===== src/safety_response_pkg.sv =====
/*
 Shared constants and types for the safety response configuration block.
 Assumes a 20 MHz system clock and a command decoder that presents register
 read and write commands as one-cycle strobes.
*/
`default_nettype none
package safety_response_pkg;
   // ****************************************
   // Register layout
   // ****************************************
   localparam int REG_W          = 8;
   localparam int TH_LSB         = 0;
   localparam int TH_W           = 4;
   localparam int TO_LSB         = 4;
   localparam int TO_W           = 2;
   localparam int B_CLKWARN      = 7;
   localparam int B_SCHED        = 5;
   localparam int B_AUTODIS      = 4;
   localparam int B_BISTFAIL     = 3;
   localparam int B_DRVERR       = 2;
   localparam int B_RSTERR_RST   = 1;
   localparam int B_RSTERR_SAFE  = 0;
   localparam logic [7:0] RESP_WMASK  = 8'hBF;
   localparam logic [7:0] CFG1_RESET  = 8'h00;
   localparam logic [7:0] CFG2_RESET  = 8'h00;
   localparam logic [1:0] TO_640      = 2'h0;
   localparam logic [1:0] TO_320      = 2'h1;
   localparam logic [1:0] TO_5        = 2'h2;
   localparam logic [1:0] TO_1P25     = 2'h3;

   // ****************************************
   // Timing
   // ****************************************
   localparam int CLK_HZ         = 20000000;
   localparam int T640_US        = 640000;
   localparam int T320_US        = 320000;
   localparam int T5_US          = 5000;
   localparam int T1P25_US       = 1250;
   localparam int CYC_PER_US     = CLK_HZ / 1000000;
   localparam int CYC640         = T640_US * CYC_PER_US;
   localparam int CYC320         = T320_US * CYC_PER_US;
   localparam int CYC5           = T5_US * CYC_PER_US;
   localparam int CYC1P25        = T1P25_US * CYC_PER_US;
   localparam int TMR_W          = 24;

   // ****************************************
   // Types
   // ****************************************
   typedef enum logic [1:0] {
      ST_DIAG   = 2'b00,
      ST_ACTIVE = 2'b01,
      ST_SAFE   = 2'b10,
      ST_RESET  = 2'b11
   } dev_state_e;

   typedef struct packed {
      logic clockWarning;
      logic selftestFail;
      logic drivePinError;
      logic resetPinError;
   } fault_s;
endpackage
`default_nettype wire


===== src/safety_response_config.sv =====
/*
 Safe-state config and safety response config registers with the SAFE,
 RESET and self-test decisions they steer: fault responses, the SAFE
 time-out timer with its lock threshold, and the self-test enables.
 Assumes fault inputs, error count and device state come from logic on
 the same clock, so none of them is synchronised here.
 Assumes the command decoder outside presents each register write as a
 one-cycle strobe with its data, and that the state machine outside
 applies the requested moves; the safe-state config has no write path
 here and keeps its reset value.
*/
`timescale 1ns/10ps
`default_nettype none
// What this block does
// - Two-bit field selects SAFE time-out
// - Lock threshold bits 3-0, select bits 5-4
// - Timeout-disable clear: leave SAFE on expiry
// - Count within threshold: leave SAFE on expiry
// - Timeout-disable set, count over threshold: stay locked in SAFE
// - Writes only in DIAGNOSTIC, lock clear
// - Safety response config contents feed configuration checksum
// - Clock warning response enable to SAFE
// - Scheduler runs in ACTIVE with group start
// - Auto self-test on RESET unless disabled
// - Self-test failure response enable to SAFE
// - Drive pin error response to SAFE
// - Reset pin error to RESET
// - Reset pin error to SAFE
// - RESET response wins over SAFE response
module safety_response_config
   import safety_response_pkg::*;
#(
   parameter int CYCLES_640  = CYC640,
   parameter int CYCLES_320  = CYC320,
   parameter int CYCLES_5    = CYC5,
   parameter int CYCLES_1P25 = CYC1P25
) (
   // Clock and reset
   input  wire logic               clk_sys,
   input  wire logic               reset,
   input  wire logic               clkEnable,
   // Register commands
   input  wire logic               writeResponseConfig,
   input  wire logic [REG_W-1:0]   writeData,
   output logic      [REG_W-1:0]   safeStateConfig,
   output logic      [REG_W-1:0]   safetyResponseConfig,
   // Device status
   input  wire dev_state_e         deviceState,
   input  wire logic               configLock,
   input  wire logic               safeTimeoutDisable,
   input  wire logic [TH_W-1:0]    deviceErrorCount,
   input  wire logic [3:0]         selftestGroupStart,
   input  wire fault_s             faults,
   // Decisions
   output logic                    requestSafe,
   output logic                    requestReset,
   output logic                    selftestSchedulerRun,
   output logic                    autoSelftestRun,
   output logic                    safeTimerExpired,
   output logic [REG_W-1:0]        configChecksumTerm
);
   // ****************************************
   // State decode
   // ****************************************
   wire               inDiag;
   wire               inActive;
   wire               inSafe;
   wire               inReset;

   assign inDiag   = deviceState == ST_DIAG;
   assign inActive = deviceState == ST_ACTIVE;
   assign inSafe   = deviceState == ST_SAFE;
   assign inReset  = deviceState == ST_RESET;

   // ****************************************
   // State groups
   // ****************************************
   wire               diagOrActive;
   wire               notInReset;

   assign diagOrActive = inDiag || inActive;
   assign notInReset   = !inReset;

   // ****************************************
   // Previous state for entry detection
   // ****************************************
   dev_state_e        prevState;
   wire               safeEntry;
   wire               resetEntry;

   always_ff @(posedge clk_sys) begin
      if (reset) begin
         prevState <= ST_RESET;
      end else if (clkEnable) begin
         prevState <= deviceState;
      end
   end

   assign safeEntry  = inSafe && (prevState != ST_SAFE);
   assign resetEntry = inReset && (prevState != ST_RESET);

   // ****************************************
   // Write qualification
   // ****************************************
   wire  [REG_W-1:0]  next_cfg2;
   wire               writeAllowed;
   wire               writeTaken;

   assign writeAllowed = inDiag && !configLock;
   assign writeTaken   = clkEnable
                         && writeResponseConfig
                         && writeAllowed;
   assign next_cfg2    = writeData & RESP_WMASK;

   // ****************************************
   // Register storage
   // ****************************************
   logic [REG_W-1:0]  cfg1;
   logic [REG_W-1:0]  cfg2;

   always_ff @(posedge clk_sys) begin
      if (reset) begin
         cfg1 <= CFG1_RESET;
         cfg2 <= CFG2_RESET;
      end else if (writeTaken) begin
         cfg2 <= next_cfg2;
      end
   end

   // ****************************************
   // Safe-state config fields
   // ****************************************
   wire [TO_W-1:0]    timeoutSel;
   wire [TH_W-1:0]    lockTh;

   assign timeoutSel = cfg1[TO_LSB +: TO_W];
   assign lockTh     = cfg1[TH_LSB +: TH_W];

   // ****************************************
   // Safety response config fields
   // ****************************************
   wire               clockWarnEnable;
   wire               schedulerEnable;
   wire               autoSelftestDisable;
   wire               selftestFailEnable;
   wire               drivePinEnable;
   wire               resetPinToResetEnable;
   wire               resetPinToSafeEnable;

   assign clockWarnEnable       = cfg2[B_CLKWARN];
   assign schedulerEnable       = cfg2[B_SCHED];
   assign autoSelftestDisable   = cfg2[B_AUTODIS];
   assign selftestFailEnable    = cfg2[B_BISTFAIL];
   assign drivePinEnable        = cfg2[B_DRVERR];
   assign resetPinToResetEnable = cfg2[B_RSTERR_RST];
   assign resetPinToSafeEnable  = cfg2[B_RSTERR_SAFE];

   // ****************************************
   // Register outputs
   // ****************************************
   assign safeStateConfig      = cfg1;
   assign safetyResponseConfig = cfg2;
   assign configChecksumTerm   = cfg2;

   // ****************************************
   // SAFE time-out load value
   // ****************************************
   logic [TMR_W-1:0]  timeoutLoad;

   always_comb begin
      unique case (timeoutSel)
         TO_640:  timeoutLoad = TMR_W'(CYCLES_640 - 1);
         TO_320:  timeoutLoad = TMR_W'(CYCLES_320 - 1);
         TO_5:    timeoutLoad = TMR_W'(CYCLES_5 - 1);
         TO_1P25: timeoutLoad = TMR_W'(CYCLES_1P25 - 1);
      endcase
   end

   // ****************************************
   // SAFE time-out timer
   // ****************************************
   logic [TMR_W-1:0]  safeTimer;
   logic [TMR_W-1:0]  next_safeTimer;
   wire               timerAtZero;

   assign timerAtZero = safeTimer == '0;

   always_comb begin
      if (!inSafe || safeEntry) begin
         next_safeTimer = timeoutLoad;
      end else if (!timerAtZero) begin
         next_safeTimer = safeTimer - TMR_W'(1);
      end else begin
         next_safeTimer = safeTimer;
      end
   end

   always_ff @(posedge clk_sys) begin
      if (reset) begin
         safeTimer <= '0;
      end else if (clkEnable) begin
         safeTimer <= next_safeTimer;
      end
   end

   // ****************************************
   // SAFE time-out expiry
   // ****************************************
   logic              timerDone;
   wire               next_timerDone;

   assign next_timerDone = inSafe
                           && !safeEntry
                           && timerAtZero;

   always_ff @(posedge clk_sys) begin
      if (reset) begin
         timerDone <= 1'b0;
      end else if (clkEnable) begin
         timerDone <= next_timerDone;
      end
   end

   // Expiry only counts while still in SAFE
   assign safeTimerExpired = timerDone && inSafe;

   // ****************************************
   // SAFE lock threshold
   // ****************************************
   wire               countOverThreshold;
   wire               lockedSafe;
   wire               safeExit;

   assign countOverThreshold = deviceErrorCount > lockTh;
   assign lockedSafe         = safeTimeoutDisable && countOverThreshold;
   assign safeExit           = timerDone
                               && inSafe
                               && !lockedSafe;

   // ****************************************
   // Per-source SAFE responses
   // ****************************************
   localparam int     N_SRC = $bits(fault_s);
   wire [N_SRC-1:0]   srcFault;
   wire [N_SRC-1:0]   srcEnable;
   wire [N_SRC-1:0]   srcHit;

   assign srcFault  = {faults.clockWarning,
                       faults.selftestFail,
                       faults.drivePinError,
                       faults.resetPinError};
   assign srcEnable = {clockWarnEnable,
                       selftestFailEnable,
                       drivePinEnable,
                       resetPinToSafeEnable};

   generate
      for (genvar i = 0; i < N_SRC; i++) begin : g_src
         assign srcHit[i] = srcFault[i] && srcEnable[i];
      end
   endgenerate

   // ****************************************
   // RESET requests
   // ****************************************
   wire               resetPinToReset;

   assign resetPinToReset = faults.resetPinError
                            && resetPinToResetEnable
                            && notInReset;
   assign requestReset    = resetPinToReset
                            || safeExit;

   // ****************************************
   // SAFE requests
   // ****************************************
   wire               anySafeHit;
   wire               safeAllowed;

   assign anySafeHit  = |srcHit;
   assign safeAllowed = diagOrActive
                        && !resetPinToReset;
   assign requestSafe = safeAllowed && anySafeHit;

   // ****************************************
   // Self-test scheduler
   // ****************************************
   wire               anyGroupStart;

   assign anyGroupStart        = |selftestGroupStart;
   assign selftestSchedulerRun = inActive
                                 && schedulerEnable
                                 && anyGroupStart;

   // ****************************************
   // Automatic self-test
   // ****************************************
   assign autoSelftestRun = resetEntry
                            && !autoSelftestDisable;
endmodule // safety_response_config
`default_nettype wire


===== config.mk =====
export PLATFORM = sky130hd
export DESIGN_NAME = safety_response_config
export DESIGN_NICKNAME = d
export VERILOG_FILES = /design/src/safety_response_pkg.sv /design/src/safety_response_config.sv
export SDC_FILE = /design/constraint.sdc
export NUM_CORES = 1
export LEC_CHECK = 0
export ABC_AREA = 0
export BUFFER_PORTS_ARGS = -buffer_cell sky130_fd_sc_hd__buf_2
export CAP_MARGIN = 30
export CELL_PAD_IN_SITES_DETAIL_PLACEMENT = 2
export CELL_PAD_IN_SITES_GLOBAL_PLACEMENT = 2
export CORE_UTILIZATION = 28
export CTS_BUF_LIST = sky130_fd_sc_hd__clkbuf_4
export DETAILED_ROUTE_END_ITERATION = 16
export PLACE_DENSITY = 0.85
export SLEW_MARGIN = 15
export SYNTH_ARGS = -nofsm -noshare
export SYNTH_HDL_FRONTEND = slang
export SYNTH_SLANG_ARGS = --single-unit

===== constraint.sdc =====
create_clock -name clk_sys -period 2.1 [get_ports clk_sys]
set_clock_uncertainty 0.15 [all_clocks]
set_input_delay 0.105 -clock clk_sys [delete_from_list [all_inputs] [get_ports clk_sys]]
set_output_delay 0.105 -clock clk_sys [all_outputs]
set_load 0.02 [all_outputs]

======== Word level (Yosys, flattened, before mapping) ========
Index checks and enable logic that the tools add are counted.
word-level totals
  input port bits ......................... 28
  word-level logic and storage cells ...... 50
  output and inout bits ................... 29
  bits in registers ....................... 34
operators by class
  reductions and logical operators ........ 36
  equality and inequality tests ........... 6
  multiplexer cells ....................... 2
  magnitude comparators ................... 1
  add/subtract/negate cells ............... 1
operators by type and width
  operator                                               number
  two-way mux 24 bit                                     2
  zero test 24 bit                                       1
  subtractor 24 x 1 -> 24 bit, second input constant     1
  logical AND 1 bit                                      21
  OR reduction 4 bit                                     2
  zero test 1 bit                                        7
  equality test 2 bit, second input constant             2
  > comparator 4 x 1 -> 1 bit, second input constant     1
  inequality test 2 bit, second input constant           2
  logical OR 1 bit                                       3
  equality test 2 x 1 -> 1 bit, second input constant    1
  zero test 2 bit                                        1
  inequality test 2 x 1 -> 1 bit, second input constant  1
  AND reduction 2 bit                                    1

======== Depth between registers and ports, before layout ========
Gate-level depths: netlist of run 1.
  depth in word-level cells ............... 6
  depth in mapped cells ................... 8

======== Worst setup path before layout of run 1 ========
Ideal clock, no wire load.
  kind .................................... register to register
  start ................................... reg safeTimer[8]
  end ..................................... reg safeTimer[14]
  arrival ................................. 1.889 ns
  cell stages (with the launch flop) ...... 6
  data required time ...................... 1.876 ns
  setup slack ............................. -0.013 ns
  cell sequence ........................... dfxtp_1 > or2_4 > or3_4 > or3_4 > or4_1 > a31oi_1
between the ends
  cells in the longest elaborated chain, start to end .. 3
  elaborated cells between the ends (all ways) .. 6
  those cells by class .................... add/sub: 1; eq/ne: 1; mux: 2; reduce/logical: 2
ends and longest elaborated chain
  item                                                                         RTL line                                                      RTL
  start: declaration                                                           safety_response_config.sv:182                                 logic [TMR_W-1:0] safeTimer;
  start signal: assignment                                                     safety_response_config.sv:202                                 safeTimer <= next_safeTimer;
  subtractor 24 x 1 -> 24 bit / zero test 24 bit (equally long branches)       safety_response_config.sv:192, safety_response_config.sv:186
  two-way mux 24 bit / inequality test 2 x 1 -> 1 bit (equally long branches)  n/a
  two-way mux 24 bit / AND reduction 2 bit (equally long branches)             n/a
Parallel ways exist; a longest one is shown, timed or not. The select of a mux whose other input is x is not followed.
A chain may end at the register's enable or synchronous reset.

======== Final worst setup path of run 1 ========
Ends and elaborated chain as after synthesis.

==> metrics.txt, run 1 <==
outcome finished with violations; failing checks negative hold slack, negative setup slack; required time of the critical path 2240 ps; Register Area around 700 um2; Hold Path Class in -> reg; syn avg cell area 8.65 um2; WL per Instance approximately 20 um; Fmax 0.473 GHz; Final ANT Viol Nets 0; first-pass detailed-route iteration total 4; Reg clk slew, reported paths 130 ps; post-place setup slack -67.1 ps; Post-synth EDFFs 0; #FFs+latches synth 34; first-pass GRT wire length 11.6 mm; cell breakdown of the critical path or2_4, or3_4, or3_4, or4_4, a31oi_1; IO Count 57; die area 7350 um2; CTS tree done; via/cell ratio 5.26; Routed WL just over 8 mm; Hold Violations, Final 1; Mapped Cells 227; post-layout instance area 2770 um2; largest net degree at the start of global routing 24; Initial Util roughly 29%; pwr dens between 500 and 600 nW/um2; predominant post-synthesis flop cell dfxtp_1; area leader, netlist dfxtp_1; Crit path top cell by count or3_4; DRT iter0 DRCs 63; Tcrit/Tclk final 101%; clk root buf clkbuf_4; Crit path depth 5; IO buf count 45; Ys Warns 0; Hold WS -9.24 ps; crit end category flip-flop; Max clock buf depth 2; area growth from synthesis to layout 40.9%; maximum vdd drop 0.169 mV; Area contributors post-synth dfxtp_1 35%, buf_4 6.9%, a21oi_1 4.6%; CP Launch Point safeTimer[8]; Clk Latency, worst-skew pair 360 ps; DP Area 2340 um2; CP peak stage delay 480 ps; cell leakage power 1.18 nW; number of global-route vias before repair 2321; setup tns final -12.2 ps; Post-synth top cells 34 x dfxtp_1, 19 x nor2_1, 18 x a21oi_1, 18 x buf_4, 15 x nand2_1; Worst R2R Start safeTimer[8]; Total Power 0.00148 W; slowest CP cell or4_4; top cell type's share of synthesized area 34.6%; R2R Path End safeTimer[14]; worst reg2reg setup slack -10 ps; # diodes 0; Netlist cell types 49; sequential share of the synthesized area 34.6%; crit path time final 2110 ps; Slew Viols, Final 0; area of the multi-input gates 1210 um2; clock sink count 34; Die X 85.8 um; Worst Setup Path Type reg -> reg; drt drc 0; Register-to-Register Path Depth 5; initial antenna violation count 0; grt ovf 0; GRT Resource Usage Total 20.5%; Worst Setup EP safeTimer[14]; fraction of layout cells with a size suffix above 1 44.1%; site row count 30; top-count cell post-synth dfxtp_1; Nets around 340; Worst Slack Setup Final -12.2 ps; Crit Path Max Fanout 3; number of fill cells 750; H-tree depth 2; Buf/Inv on CP 0; Setup Viol. Count Final 1; via count 2151; Detailed Place HPWL 5.12 mm; CTS Buf Count 5; global placer's final weighted congestion roughly 0.80; die height 85.8 um; CORE AREA 6790 um2; Post-Syn Area 1960 um2; crit-path leading delay family simple AND/OR/NAND/NOR gates; RSZ-0062 raised after global routing yes; startpoint types flip-flop; MaxCap Viol Count 0; worst path arrival time 2250 ps; async set-reset flop share out of synthesis 0%
==> area by class of cell <==
type / instances / share of cell area [%]
flip-flops and latches: 34 / 25.4
multi-input cells: 171 / 43.9
clock buffers: 6 / 1.63
inverters: 4 / 0.542
clock inverters: 2 / 0.316
well taps: 96 / 4.34
repair buffers: 96 / 24.0
==> timing repair <==
item / in CTS / in global routing
gates resized for setup: 9 / 38
endpoints found under the hold margin: 9 / 0
pin swaps: 4 / 13
setup endpoints to repair: 8 / 17
hold buffers: 9 / 0
setup buffers: 2 / 13
gates cloned: 0 / 0
==> through the flow <==
step                cells  util (%)
global placement      378      34.5
floorplan             236         -
finish                409      40.7
CTS                   397      37.4
global route          409      40.7
detailed placement    378      34.5
==> per-layer routing <==
layer	GRT usage [%]	vias up	routed length, um
met5	0	-	0
li1	-	997	-
met4	8.64	0	163
met3	4.14	18	303
met2	39.2	62	4550
met1	21.8	1074	3190
==> worst reg2reg max path: cells and delay by family, from the launching register on <==
family	cells	cell delay, ps
compound gates	1	130
flops	1	360
simple gates	4	1410
==> flip-flops by register name, summed over array words and instances, names as in the netlist <==
name	count
timerDone	1
safeTimer	24
prevState	2
configChecksumTerm	7
==> how the worst min path moves through the flow <==
stage,start,end,slack (ps),cells after the start
2_1_floorplan,reset,safeTimer[1],30,1
3_3_place_gp,writeData[3],configChecksumTerm[3],190,3
3_5_place_dp,writeData[0],configChecksumTerm[0],200,3
4_1_cts,clkEnable,prevState[1],3,3
5_1_grt,clkEnable,prevState[1],-10,3
6_report,clkEnable,prevState[1],-9,3
==> cells by family after synthesis <==
group / share of synthesized area, %
muxes: 4.59
buffers and inverters: 12.0
AOI/OAI and AO/OA: 19.7
DFF: 34.6
xor gates and xnor gates: 1.78
other: 0.191
and+or+nand+nor: 25.8
adders and majority gates: 1.27
==> cell usage in the layout (no fill, tap or decap), types with 3 or more instances in the layout <==
master and instances:
o41ai_1 4, dfxtp_1 23, conb_1 10, buf_4 39
or4_1 3, a211oi_1 4, clkbuf_4 6, or4_4 4
nor4_1 4, o31ai_1 6, a21oi_1 16, dlygate4sd3_1 9
or3_4 4, nor2_1 17, a31oi_1 5, o21ai_0 5
nor3_1 8, nand2_1 13, nand4_1 5, or3_1 4
dfxtp_2 8, buf_2 45, dfxtp_4 3, mux2i_1 9
==> report_power, final <==
part	switching [W]	internal [W]	leakage, nW	total (W)
registers	0.0000393	0.000677	0.282	0.000717
logic	0.000200	0.000174	0.862	0.000374
clock network	0.000249	0.000139	0.0331	0.000388
Note: power is estimated with default switching activity, not from simulation.
==> run 2: changes to the inputs <==
--- a/config.mk
+++ b/config.mk
@@ -10,6 +10,7 @@
 export CAP_MARGIN = 30
 export CELL_PAD_IN_SITES_DETAIL_PLACEMENT = 2
 export CELL_PAD_IN_SITES_GLOBAL_PLACEMENT = 2
+export CORE_MARGIN = 1.5
 export CORE_UTILIZATION = 28
 export CTS_BUF_LIST = sky130_fd_sc_hd__clkbuf_4
 export DETAILED_ROUTE_END_ITERATION = 16
==> constraint.sdc (replaced) <==
create_clock -name clk_sys -period 2.1 [get_ports clk_sys]
set_clock_uncertainty 0.15 [all_clocks]
set_input_delay 0.105 -clock clk_sys [delete_from_list [all_inputs] [get_ports clk_sys]]
set_output_delay 0.105 -clock clk_sys [all_outputs]
set_load 0.005 [all_outputs]
==> metrics.txt, run 2 (synthesis results as in run 1) <==
highest-count cells in the layout ignoring fill and taps 45 x buf_2, 39 x buf_4, 23 x dfxtp_1; Cell Count Post-Placement around 380; first-pass GRT wire length 11.9 mm; Total Power about 0.0014 W; setup tns final -195 ps; worst path arrival time 2290 ps; post-layout instance area roughly 2800 um2; via count 2221; number of global-route vias before repair 2297; crit end category flip-flop; GRT Resource Usage Total 20.7%; fraction of layout cells with a size suffix above 1 43.6%; commonest non-fill, non-tap cell in the layout buf_2; die height roughly 87 um; maximum vdd drop ~0.22 mV; area growth from synthesis to layout 41.8%; Fmax around 0.46 GHz; design internal power 0.000964 W; Sw Pwr 0.000468 W; Nets 345; clock sink count 34; Tcrit/Tclk final 103%; Hold Violations, Final 0; Worst Slack Setup Final -53.1 ps; Routed WL 8.80 mm; MaxCap Viol Count 0; Die X 86.8 um; initial antenna violation count 0; Max clock buf depth 2; IO buf count 45; CORE AREA ~6800 um2; uppermost layer routed met4; via/cell ratio 5.42; Reg clk slew, reported paths 110 ps; Reg power frac 50.1%; die area 7530 um2; number of fill cells 782; drt drc 0; WL met3 299 um; WL per Instance ~21 um; Net Sw Frac 32.7%; global placer's final weighted congestion 0.792; final cell count without fillers 410; first-pass detailed-route iteration total 4; Detailed Place HPWL 5.02 mm; required time of the critical path 2240 ps; # diodes 0; startpoint types flip-flop; largest net degree at the start of global routing 24; Core Util, Final 41.0%; DRT iter0 DRCs 85; DRT met1 WL 3.40 mm; pwr dens 514 nW/um2; failing checks negative setup slack; site row count 30; grt ovf 0; Setup Viol. Count Final 8; DP Area 2340 um2; crit path time final roughly 2200 ps; CTS tree done; Worst Setup Path Type reg -> reg; largest register by flop count safeTimer; combinational share of power 25.5%; clk root buf clkbuf_4; cell leakage power 1.17 nW; outcome finished with violations; CTS Buf Count 5; wire length on met2 4.79 mm; Hold Path Class in -> reg; Clk pwr share 24.4%; H-tree depth 2; Clk Latency, worst-skew pair 360 ps; Crit Path Max Fanout 4; Slew Viols, Final 0; Final ANT Viol Nets 0; IO Count 57; max FFs per register 24; Initial Util 28.9%; RSZ-0062 raised after global routing yes
-- run 2: power groups by stage --
stage               Clock, W  Combinational (W)  Sequential, W
CTS                 0.000349           0.000299       0.000709
detailed placement         0           0.000276       0.000722
global route        0.000391           0.000392       0.000721
floorplan                  0           0.000164       0.000716
global placement           0           0.000257       0.000717
finish              0.000349           0.000365       0.000717
-- run 2: area by class of cell --
type	instances	area, um2	area share, %
Timing Repair Buffer	99	694	24.9
Clock buffer	5	37.5	1.35
Clock inverter	1	3.75	0.135
Tap cell	96	120	4.31
Multi-Input combinational cell	171	1210	43.6
Sequential cell	34	702	25.2
Inverter	4	15.0	0.539
-- run 2: through the flow --
step	hold WS, ps	setup WS (ps)
global route	35.5	-113
finish	33.0	-53.1
CTS	46.4	-53.9
floorplan	27.1	15.6
detailed placement	199	-56.2
global placement	186	29.2
-- run 2: critical path, cell delays in order (launching register included) --
cell     delay, ps
dfxtp_2        350
or2_4          250
or3_4          340
or3_4          350
or4_4          520
a31oi_1        130
-- run 2: per-layer routing --
layer	track usage [%]	vias to the layer above
met2	40.3	58
met4	4.84	0
met3	3.62	18
met5	0	-
met1	23.0	1136
li1	-	1009
-- run 2: final timing paths --
path	start	end	slack [ps]	cells past startpoint
max reg2reg	safeTimer[8]	safeTimer[14]	-50	5
max	safeTimer[8]	safeTimer[14]	-50	5
min	reset	safeTimer[17]	30	4
min reg2reg	safeTimer[15]	safeTimer[15]	360	2
-- run 2: repair_timing --
action / in CTS / in global routing
pin swaps: 2 / 11
gates cloned: 0 / 1
buffers inserted: 0 / 13
hold buffers: 12 / 0
resized for setup: 7 / 38
endpoints found under the hold margin: 9 / 0
setup endpoints to repair: 8 / 21
